--- src/hw/pess_pkg.sv ---
// Package of constants for the print engine sensor supervisor
package pess_pkg;
  localparam int unsigned CLK_HZ = 40000000;
  // Default timing figures in milliseconds
  localparam int unsigned TONER_PERIOD_MS = 100;
  localparam int unsigned TONER_SETTLE_MS = 1;
  localparam int unsigned NEAR_LOW_MS = 500;
  localparam int unsigned EMPTY_LOW_MS = 2000;
  localparam int unsigned POS_JAM_MS = 5000;
  localparam int unsigned EXIT_JAM_MS = 5000;
  localparam int unsigned MS_CYCLES = CLK_HZ / 1000;
  localparam int unsigned TONER_PERIOD_CYC = TONER_PERIOD_MS * MS_CYCLES;
  localparam int unsigned TONER_SETTLE_CYC = TONER_SETTLE_MS * MS_CYCLES;
  localparam int unsigned NEAR_LOW_CYC = NEAR_LOW_MS * MS_CYCLES;
  localparam int unsigned EMPTY_LOW_CYC = EMPTY_LOW_MS * MS_CYCLES;
  localparam int unsigned POS_JAM_CYC = POS_JAM_MS * MS_CYCLES;
  localparam int unsigned EXIT_JAM_CYC = EXIT_JAM_MS * MS_CYCLES;
  // Number of long low periods that must be exceeded
  localparam int unsigned LOW_COUNT_LIMIT = 5;
  localparam int unsigned CNT_W = 32;
  localparam int unsigned OCC_W = 4;
  typedef enum logic [1:0] {
    PESS_TONER_OK = 2'b00,
    PESS_TONER_NEAR = 2'b01,
    PESS_TONER_EMPTY = 2'b10
  } pess_toner_t;
endpackage : pess_pkg

--- src/hw/pess_top.sv ---
// Print engine sensor supervisor: toner level, fan and recording paper path
`timescale 1ns/1ps
module pess_top #(
  parameter int unsigned TONER_PERIOD = pess_pkg::TONER_PERIOD_CYC,
  parameter int unsigned TONER_SETTLE = pess_pkg::TONER_SETTLE_CYC,
  parameter int unsigned NEAR_LOW = pess_pkg::NEAR_LOW_CYC,
  parameter int unsigned EMPTY_LOW = pess_pkg::EMPTY_LOW_CYC,
  parameter int unsigned POS_JAM = pess_pkg::POS_JAM_CYC,
  // Fuser timeout follows the print-position timeout unless set on its own
  parameter int unsigned EXIT_JAM = POS_JAM
) (
  input wire logic mclk,
  input wire logic nrst,
  input wire logic toner_level,
  input wire logic fan_lock,
  input wire logic paper_present_n,
  input wire logic print_position_n,
  input wire logic fuser_exit_n,
  input wire logic fan_slow_req,
  input wire logic fan_fast_req,
  input wire logic print_start,
  output logic toner_lamp_on,
  output logic fan_slow_drive,
  output logic fan_fast_drive,
  output logic toner_present,
  output logic toner_near_empty,
  output logic toner_empty,
  output logic fan_locked,
  output logic paper_in_tray,
  output logic paper_at_print,
  output logic paper_in_fuser,
  output logic paper_exited,
  output logic [pess_pkg::CNT_W-1:0] paper_length,
  output logic paper_length_valid,
  output logic jam_print_pos,
  output logic jam_fuser
);
  import pess_pkg::*;

  logic [1:0] rst_sync_reg;
  logic rst_n;
  always_ff @(posedge mclk or negedge nrst) begin
    if (!nrst) rst_sync_reg <= 2'b00;
    else rst_sync_reg <= {rst_sync_reg[0], 1'b1};
  end
  assign rst_n = rst_sync_reg[1];

  // Two-flop synchronisers; stage 0 read only by stage 1
  localparam int unsigned NIN = 5;
  logic [NIN-1:0] in_raw;
  logic [NIN-1:0] s1_reg;
  logic [NIN-1:0] s2_reg;
  assign in_raw = {fuser_exit_n, print_position_n, paper_present_n, fan_lock, toner_level};
  always_ff @(posedge mclk or negedge rst_n) begin
    if (!rst_n) begin
      s1_reg <= 5'h1d;
      s2_reg <= 5'h1d;
    end else begin
      s1_reg <= in_raw;
      s2_reg <= s1_reg;
    end
  end
  logic tl_s, fl_s, pe_s, pp_s, fx_s;
  assign {fx_s, pp_s, pe_s, fl_s, tl_s} = s2_reg;

  // Toner measurement cadence
  logic [CNT_W-1:0] per_reg;
  logic per_wrap;
  logic measuring;
  logic sample_ok;
  assign per_wrap = (per_reg == CNT_W'(TONER_PERIOD - 1));
  always_ff @(posedge mclk or negedge rst_n) begin
    if (!rst_n) per_reg <= '0;
    else if (per_wrap) per_reg <= '0;
    else per_reg <= per_reg + 1'b1;
  end
  // Lamp lit for the whole measuring window; sense sampled after settle
  assign measuring = 1'b1;
  assign sample_ok = measuring && (per_reg >= CNT_W'(TONER_SETTLE));

  logic lamp_reg;
  always_ff @(posedge mclk or negedge rst_n) begin
    if (!rst_n) lamp_reg <= 1'b0;
    else lamp_reg <= measuring;
  end
  assign toner_lamp_on = lamp_reg;

  // Low-period length and occasion counting
  pess_toner_t tstate_reg;
  logic [CNT_W-1:0] low_reg;
  logic [OCC_W-1:0] occ_reg;
  logic toner_low;
  logic low_end;
  logic [CNT_W-1:0] thr;
  logic long_low;
  logic occ_hit;
  assign toner_low = sample_ok && !tl_s;
  assign low_end = lamp_reg && tl_s && (low_reg != '0);
  assign thr = (tstate_reg == PESS_TONER_OK) ? CNT_W'(NEAR_LOW) : CNT_W'(EMPTY_LOW);
  assign long_low = low_end && (low_reg > thr);
  assign occ_hit = long_low && (occ_reg == OCC_W'(LOW_COUNT_LIMIT));
  always_ff @(posedge mclk or negedge rst_n) begin
    if (!rst_n) low_reg <= '0;
    else if (toner_low && low_reg != '1) low_reg <= low_reg + 1'b1;
    else if (tl_s) low_reg <= '0;
  end

  always_ff @(posedge mclk or negedge rst_n) begin
    if (!rst_n) begin
      occ_reg <= '0;
      tstate_reg <= PESS_TONER_OK;
    end else begin
      case (tstate_reg)
        PESS_TONER_OK: begin
          if (occ_hit) begin
            tstate_reg <= PESS_TONER_NEAR;
            occ_reg <= '0;
          end else if (long_low) occ_reg <= occ_reg + 1'b1;
        end
        PESS_TONER_NEAR: begin
          if (occ_hit) begin
            tstate_reg <= PESS_TONER_EMPTY;
            occ_reg <= '0;
          end else if (long_low) occ_reg <= occ_reg + 1'b1;
        end
        PESS_TONER_EMPTY: tstate_reg <= PESS_TONER_EMPTY;
        default: tstate_reg <= PESS_TONER_OK;
      endcase
    end
  end

  // Fan drive and lock; fast wins when both requested
  logic slow_reg, fast_reg, lock_reg;
  always_ff @(posedge mclk or negedge rst_n) begin
    if (!rst_n) begin
      slow_reg <= 1'b0;
      fast_reg <= 1'b0;
      lock_reg <= 1'b0;
    end else begin
      slow_reg <= fan_slow_req && !fan_fast_req;
      fast_reg <= fan_fast_req;
      lock_reg <= lock_reg | fl_s;
    end
  end
  assign fan_slow_drive = slow_reg;
  assign fan_fast_drive = fast_reg;
  assign fan_locked = lock_reg;

  // Paper path
  logic tray_reg, at_reg, fuser_reg, exit_reg, fx_d_reg;
  logic printing_reg;
  logic [CNT_W-1:0] len_reg;
  logic [CNT_W-1:0] len_out_reg;
  logic len_v_reg;
  logic [CNT_W-1:0] ex_reg;
  logic jp_reg, jf_reg;
  logic pp_rise;
  logic fx_rise;
  assign pp_rise = printing_reg && pp_s;
  assign fx_rise = fx_s && !fx_d_reg;
  always_ff @(posedge mclk or negedge rst_n) begin
    if (!rst_n) begin
      tray_reg <= 1'b0;
      at_reg <= 1'b0;
      fuser_reg <= 1'b0;
      fx_d_reg <= 1'b1;
      exit_reg <= 1'b0;
    end else begin
      tray_reg <= !pe_s;
      at_reg <= !pp_s;
      fuser_reg <= !fx_s;
      fx_d_reg <= fx_s;
      exit_reg <= fx_rise;
    end
  end

  // Length saturates rather than wrapping on a stuck sheet
  always_ff @(posedge mclk or negedge rst_n) begin
    if (!rst_n) begin
      printing_reg <= 1'b0;
      len_reg <= '0;
      len_out_reg <= '0;
      len_v_reg <= 1'b0;
    end else begin
      len_v_reg <= 1'b0;
      if (print_start && !pp_s) begin
        printing_reg <= 1'b1;
        len_reg <= '0;
      end else if (pp_rise) begin
        printing_reg <= 1'b0;
        len_out_reg <= len_reg;
        len_v_reg <= 1'b1;
      end else if (printing_reg && len_reg != '1) len_reg <= len_reg + 1'b1;
    end
  end

  always_ff @(posedge mclk or negedge rst_n) begin
    if (!rst_n) ex_reg <= '0;
    else if (fx_s) ex_reg <= '0;
    else if (ex_reg != '1) ex_reg <= ex_reg + 1'b1;
  end

  // Jam flags have no clear; recovery needs a reset
  always_ff @(posedge mclk or negedge rst_n) begin
    if (!rst_n) begin
      jp_reg <= 1'b0;
      jf_reg <= 1'b0;
    end else begin
      if (printing_reg && !pp_s && len_reg >= CNT_W'(POS_JAM)) jp_reg <= 1'b1;
      if (!fx_s && ex_reg >= CNT_W'(EXIT_JAM)) jf_reg <= 1'b1;
    end
  end

  assign toner_present = tl_s;
  assign toner_near_empty = (tstate_reg != PESS_TONER_OK);
  assign toner_empty = (tstate_reg == PESS_TONER_EMPTY);
  assign paper_in_tray = tray_reg;
  assign paper_at_print = at_reg;
  assign paper_in_fuser = fuser_reg;
  assign paper_exited = exit_reg;
  assign paper_length = len_out_reg;
  assign paper_length_valid = len_v_reg;
  assign jam_print_pos = jp_reg;
  assign jam_fuser = jf_reg;

  // Checks
  // First enabled edge still sees reset values, hence the $past(rst_n) guards
  lamp_lit_a: assert property (@(posedge mclk) disable iff (!rst_n)
    $past(rst_n) |-> toner_lamp_on) else $error("lamp dark during measurement");
  per_wrap_a: assert property (@(posedge mclk) disable iff (!rst_n)
    per_wrap |=> per_reg == '0) else $error("period not repeating");
  near_step_a: assert property (@(posedge mclk) disable iff (!rst_n)
    (occ_hit && tstate_reg == PESS_TONER_OK) |=> toner_near_empty && !toner_empty)
    else $error("near empty not entered");
  empty_step_a: assert property (@(posedge mclk) disable iff (!rst_n)
    (occ_hit && tstate_reg == PESS_TONER_NEAR) |=> toner_empty)
    else $error("empty not entered");
  occ_bound_a: assert property (@(posedge mclk) disable iff (!rst_n)
    occ_reg <= OCC_W'(LOW_COUNT_LIMIT)) else $error("occasion count overrun");
  fan_fast_a: assert property (@(posedge mclk) disable iff (!rst_n)
    fan_fast_req |=> fan_fast_drive && !fan_slow_drive) else $error("fast drive wrong");
  fan_slow_a: assert property (@(posedge mclk) disable iff (!rst_n)
    (fan_slow_req && !fan_fast_req) |=> fan_slow_drive) else $error("slow drive wrong");
  fan_idle_a: assert property (@(posedge mclk) disable iff (!rst_n)
    !fan_slow_req |=> !fan_slow_drive) else $error("slow drive without request");
  lock_hold_a: assert property (@(posedge mclk) disable iff (!rst_n)
    fan_locked |=> fan_locked) else $error("lock flag dropped");
  lock_set_a: assert property (@(posedge mclk) disable iff (!rst_n)
    fl_s |=> fan_locked) else $error("lock not flagged");
  tray_flag_a: assert property (@(posedge mclk) disable iff (!rst_n)
    $past(rst_n) |-> paper_in_tray == !$past(pe_s)) else $error("tray flag wrong");
  print_pos_a: assert property (@(posedge mclk) disable iff (!rst_n)
    $past(rst_n) |-> paper_at_print == !$past(pp_s)) else $error("position flag wrong");
  fuser_in_a: assert property (@(posedge mclk) disable iff (!rst_n)
    $past(rst_n) |-> paper_in_fuser == !$past(fx_s)) else $error("fuser flag wrong");
  exit_pulse_a: assert property (@(posedge mclk) disable iff (!rst_n)
    (fx_s && !$past(fx_s)) |=> paper_exited ##1 !paper_exited)
    else $error("exit pulse wrong");
  exit_src_a: assert property (@(posedge mclk) disable iff (!rst_n)
    paper_exited |-> $past(fx_s) && !$past(fx_s, 2)) else $error("exit pulse without rise");
  jam_fuse_a: assert property (@(posedge mclk) disable iff (!rst_n)
    (!fx_s && ex_reg >= CNT_W'(EXIT_JAM)) |=> jam_fuser) else $error("fuser jam missed");
  // Only reset clears the sticky flags
  jam_fuse_hold_a: assert property (@(posedge mclk) disable iff (!rst_n)
    jam_fuser |=> jam_fuser) else $error("fuser jam dropped");
  jam_pos_set_a: assert property (@(posedge mclk) disable iff (!rst_n)
    (printing_reg && !pp_s && len_reg >= CNT_W'(POS_JAM)) |=> jam_print_pos)
    else $error("print jam missed");
  jam_pos_a: assert property (@(posedge mclk) disable iff (!rst_n)
    jam_print_pos |=> jam_print_pos) else $error("print jam dropped");
  near_hold_a: assert property (@(posedge mclk) disable iff (!rst_n)
    toner_near_empty |=> toner_near_empty) else $error("near empty dropped");
  empty_hold_a: assert property (@(posedge mclk) disable iff (!rst_n)
    toner_empty |=> toner_empty) else $error("empty dropped");
  len_out_a: assert property (@(posedge mclk) disable iff (!rst_n)
    pp_rise |=> paper_length_valid && paper_length == $past(len_reg))
    else $error("length not reported");
  len_pulse_a: assert property (@(posedge mclk) disable iff (!rst_n)
    paper_length_valid |=> !paper_length_valid) else $error("length strobe too long");

  near_c: cover property (@(posedge mclk) disable iff (!rst_n) $rose(toner_near_empty));
  empty_c: cover property (@(posedge mclk) disable iff (!rst_n) $rose(toner_empty));
  length_c: cover property (@(posedge mclk) disable iff (!rst_n) paper_length_valid);
  jam_c: cover property (@(posedge mclk) disable iff (!rst_n) $rose(jam_fuser));
  lock_c: cover property (@(posedge mclk) disable iff (!rst_n) $rose(fan_locked));
endmodule : pess_top

--- config.mk ---
export PLATFORM = sky130hd
export DESIGN_NAME = pess_top
export DESIGN_NICKNAME = d
export VERILOG_FILES = /design/src/hw/pess_pkg.sv /design/src/hw/pess_top.sv
export SDC_FILE = /design/constraint.sdc
export NUM_CORES = 1
export LEC_CHECK = 0
export BUFFER_PORTS_ARGS = -buffer_cell sky130_fd_sc_hd__buf_2
export CORE_ASPECT_RATIO = 1.25
export CORE_MARGIN = 2
export CORE_UTILIZATION = 55
export DETAILED_ROUTE_END_ITERATION = 10
export PLACE_DENSITY_LB_ADDON = 0.05
export SYNTH_ARGS = -nofsm -noshare
export SYNTH_HDL_FRONTEND = slang
export SYNTH_SLANG_ARGS = --single-unit
--- constraint.sdc ---
create_clock -name mclk -period 18 [get_ports mclk]
set_clock_uncertainty 0.05 [all_clocks]
set_input_delay 0.9 -clock mclk [delete_from_list [all_inputs] [get_ports mclk]]
set_output_delay 0.9 -clock mclk [all_outputs]
set_load 0.005 [all_outputs]
* Word level (Yosys, flattened, before mapping)
Index checks and enable logic that the tools add are counted.
** Storage, ports and cells
- Latch bits :: 0
- RAM bits :: 0
- Memories kept :: 0
- Register bits :: 191
- Bits of input ports :: 10
- Output and inout bits :: 46
- ROM bits :: 0
** Operators by class
- $lt $le $gt $ge :: 4
- $add $sub $neg :: 5
- Reductions and logical operators :: 33
- Multipliers :: 0
- Divide/modulo/power cells :: 0
- Shift-type cells :: 0
- Muxes and demuxes :: 18
- Bitwise operators :: 2
- Equal/unequal tests :: 10
** Operators by type and width (count)
- 32-bit 2-to-1 mux :: 8
- 32-bit by 1-bit adder with 32-bit output, second input constant :: 4
- 32-bit inequality test, second input constant :: 3
- 32-bit by 28-bit >= comparator with 1-bit output, second input constant :: 2
- 32-bit by 22-bit equality test with 1-bit output, second input constant :: 1
- 32-bit by 16-bit >= comparator with 1-bit output, second input constant :: 1
- 32-bit by 27-bit > comparator with 1-bit output :: 1
- 32-bit nonzero test :: 1
- 27-bit 2-to-1 mux :: 1
- 1-bit logical AND :: 14
- 2-bit nonzero test :: 6
- 4-bit 2-to-1 mux :: 2
- 2-bit AND reduction :: 4
- 1-bit logical NOT :: 6
- 2-bit case mux with 3 select lines :: 1
- 4-bit by 1-bit adder with 4-bit output, second input constant :: 1
- 4-bit by 3-bit equality test with 1-bit output, second input constant :: 1
- 1-bit 2-to-1 mux :: 4
- 2-bit 2-to-1 mux :: 2
- 2-bit inequality test, second input constant :: 2
- 2-bit by 1-bit equality test with 1-bit output, second input constant :: 1
- 2-bit equality test, second input constant :: 1
- 2-bit logical NOT :: 1
- 2-bit by 1-bit inequality test with 1-bit output, second input constant :: 1
- 3 further kinds :: 3

* Logic depth before layout (Yosys ltp)
- Depth after elaboration :: 7
- Depth in mapped cells :: 12
- Gate-level depth less buffers :: 11

* Worst setup path before layout
Ideal clock, no wire load.
- Kind :: register -> register
- From :: register tstate_reg[0]
- To :: register occ_reg[3]
- Required time :: 17822 ps
- Buffers on the path :: 1
- Cell stages (with the launch flop) :: 13
- Setup slack :: 15068 ps
- Data arrival time :: 2754 ps
- Path through :: dfrtp_1 > inv_1 > ha_1 > buf_2 > inv_1 > ha_1 > nor3b_1 > nand2_1 > or4_1 > a21oi_1 > nor2_1 > nor4_1 > mux2_1
** Between the ends
- Longest elaborated chain between the ends :: 7
** Ends and longest elaborated chain
- start: declaration :: RTL line pess_top.sv:89 : pess_toner_t tstate_reg;
- start signal: assignment :: RTL line pess_top.sv:111 : tstate_reg <= PESS_TONER_OK;
- start signal: assignment :: RTL line pess_top.sv:116 : tstate_reg <= PESS_TONER_NEAR;
- start signal: assignment :: RTL line pess_top.sv:122 : tstate_reg <= PESS_TONER_EMPTY;
- 2-bit logical NOT :: RTL line pess_top.sv:99, pess_top.sv:113
- 27-bit 2-to-1 mux :: RTL line pess_top.sv:99 : assign thr = (tstate_reg == PESS_TONER_OK) ? CNT_W'(NEAR_LOW) : CNT_W'(EMPTY_LOW);
- 32-bit by 27-bit > comparator with 1-bit output :: RTL line pess_top.sv:100 : assign long_low = low_end && (low_reg > thr);
- 1-bit logical AND :: RTL line pess_top.sv:100
- 1-bit logical AND :: RTL line pess_top.sv:101 : assign occ_hit = long_low && (occ_reg == OCC_W'(LOW_COUNT_LIMIT));
- 2-bit nonzero test (no source line)
- 2-bit AND reduction (no source line)
- end signal: assignment :: RTL line pess_top.sv:118 : end else if (long_low) occ_reg <= occ_reg + 1'b1;
- end signal: assignment :: RTL line pess_top.sv:124 : end else if (long_low) occ_reg <= occ_reg + 1'b1;
- end: declaration :: RTL line pess_top.sv:91 : logic [OCC_W-1:0] occ_reg;
Parallel ways exist; a longest one is shown, timed or not.
A chain may end at the register's enable or synchronous reset.

* Final worst setup path
Ends and elaborated chain as after synthesis.

==> impl_metrics.ini <==
[run_status]
status = finished, final reports clean

[clocking]
clk_path_buf_depth = 2
htree_levels = 4
path_clk_slew_ns = 0.07
cts_buffers = 17
cts-resized-gates = 0
insertion_delay_ns = 0.43
cts_tree = built
clock_sinks = 191
hold_buffers = 0
post_cts_buffers = 0
cts_root_buffer = clkbuf_16

[synth]
syn-cell-area_mm2 = 0.00936
yosys_warnings = 0
synth_cells = 925
synth_edf_count = 0
synth-main-ff-cell = dfrtp_1
syn_area_per_cell_um2 = 10.1
ys_seq_area_frac = 0.512
yosysUniqueCellTypes = 68
synth_async_sr_flop_share = 1.00
synth-seq-cells = 191

[floorplanning]
core_mm2 = 0.0167
rows = 53
boundaryPins = 56
start_util = 0.560
die-area_mm2 = 0.0181
die_x_um = 121
die_h_um = 150

[route]
drt_wl_total_um = 18900
dr.first_iter.drc_count = 572
vias_per_cell = 5.75
firstDrtPassIters = 5
vias = 6921
drc = 0
ant_nets = 0
wl_per_cell_um = 15.7

[cells_and_area]
ff_latch_area_mm2 = 0.00479
fill_cells = 1417
layout.nets = 1001
layout_common_cells = dfrtp_1 (181), nor2_1 (135), xor2_1 (68)
syn_to_final_growth_pct = 10.7
antenna_cells = 0
finish.instance_area_mm2 = 0.0104
final_cells = 1204
multiInputGateArea_mm2 = 0.00434
drive_above_1_share = 0.150
final_common_cell = dfrtp_1

[placement]
port_buffers = 55
place_area_mm2 = 0.00982
place_hpwl_um = 12900
gp_congestion = 0.896
dp_cells = 1173

[power_and_ir_drop]
p_per_area_mw_per_mm2 = 79.0
power_uw = 818
p_leak_uw = 0.00477
peakVddDrop_v = 0.0000640

[worst_setup_path]
regToRegStartpoint = tstate_reg[0]$_DFFE_PN0P_
cp_max_fo = 13
cp.arrival_ns = 3.63
required_ns = 18.26
cp-end-kind = flop
cp-start-kind = flop
critical_path_class = reg -> reg
startpoint = tstate_reg[0]$_DFFE_PN0P_

[grt]
grt_util_all_layers = 0.224
grt_pass1_wl_um = 33000
grt_overflow = 0
grt_pass1_vias = 6943
antenna_found_initial = 0
grt_max_degree = 168

[min_path]
hp-class = reg -> async

[sta]
period_needed_ns = 3.37
fin_setup_tns_ns = 0
maxSlewHeadroom = 0.179
setup_viol = 0
hold_violations = 0
rsz0062_at_grt = false
drv_slew = 0
post-route-period-util = 0.187
fmax_ghz = 0.297
worst_pin_slew_ns = 1.23

[run]
maxCapViolations = 0
==> metal layers <==
metal / global-route usage / part of all wire / vias up
met5: 0 / 0 / -
met4: 0.0767 / 0.016 / 0
met3: 0.0400 / 0.034 / 32
met2: 0.381 / 0.51 / 156
met1: 0.290 / 0.43 / 3404
li1: - / - / 3329
==> cell usage after synthesis, drive strengths merged, types with 2 or more instances <==
library cell  instances  area share
nand2b                3      0.0020
xnor2                36       0.034
o2111ai               3      0.0035
ha                   19       0.025
and2                  8      0.0053
buf                   9      0.0056
nor2b                 7      0.0047
nand4                40       0.027
a21o                  3      0.0024
a22o                  2      0.0019
dfrtp               182        0.49
nand3                59       0.033
nor2                135       0.054
mux2i                 2      0.0021
a2111oi               3      0.0055
xor2                 68       0.064
nand4b                4      0.0037
o21ai                24       0.013
nand2                60       0.024
o21a                  3      0.0024
and3                 28       0.019
inv                  26       0.010
o211ai                2      0.0021
or2                   9      0.0060
or3                  10      0.0072
a21boi                2      0.0016
a21oi                24       0.013
nor4                 20       0.014
nor3                 26       0.014
clkbuf               22      0.0088
or4                   5      0.0041
mux2                 32       0.039
nor3b                 3      0.0024
dfstp                 9       0.025
and3b                 2      0.0019
a211oi                4      0.0032
and4                 13       0.012
a31oi                 4      0.0027
o41ai                 3      0.0036
==> through the flow <==
stage                     worst slack [ns]  hold slack [ns]   util
after floorplan                      12.25            0.281      -
after global placement               14.81            0.172  0.587
after detailed placement             14.69            0.184  0.587
after CTS                            14.65            0.172  0.619
after global routing                 14.31            0.162  0.619
final                                14.63            0.174  0.619
==> report_power, final <==
group	total, uW	internal (uW)	leakage [uW]	switching [uW]
combinational	24.2	7.84	0.00193	16.3
sequential	444	436	0.00258	7.95
clock	350	180	0.000259	169
total	818	624	0.00477	194
==> layout make-up <==
type | instances | share of cell area
flip-flops and latches | 191 | 0.463
multi-input cells | 678 | 0.419
clock buffers | 19 | 0.0418
repair buffers | 58 | 0.0300
well taps | 220 | 0.0266
clock inverters | 12 | 0.0100
inverters | 26 | 0.00943
==> cells by family (layout without fill, tap and decap cells) <==
kind of cell,Yosys count,after routing,synth area share
compound gates,83,83,0.0606
simple gates,436,436,0.239
mux,34,34,0.0407
other cells,1,2,0.000401
flops,191,191,0.512
buf+inv,57,115,0.0249
xor+xnor,104,104,0.0974
fa+ha+maj,19,19,0.0254
==> critical path, stage by stage, from the launching register on <==
cell     delay, ns
dfrtp_1       0.38
inv_1         0.13
ha_1          0.44
inv_1         0.22
ha_1          0.33
nor3b_1       0.27
nand2_1       0.08
or4_1         0.40
a21oi_1       0.21
nor2_1        0.08
nor4_1        0.31
mux2_1        0.35
==> final timing paths <==
| path | cells after the start | end | slack (ns) |
|---|---|---|---|
| max in group asynchronous | 1 | low_reg[18]$_DFFE_PN0P_ | 16.54 |
| min | 0 | fan_fast_drive$_DFF_PN0_ | 0.17 |
| max | 11 | occ_reg[3]$_DFFE_PN0P_ | 14.63 |
| min in group mclk | 0 | s2_reg[1]$_DFF_PN0_ | 0.30 |
| max reg2reg | 11 | occ_reg[3]$_DFFE_PN0P_ | 14.63 |
| min reg2reg | 0 | fan_fast_drive$_DFF_PN0_ | 0.17 |
(Power assumes the default switching activity.)
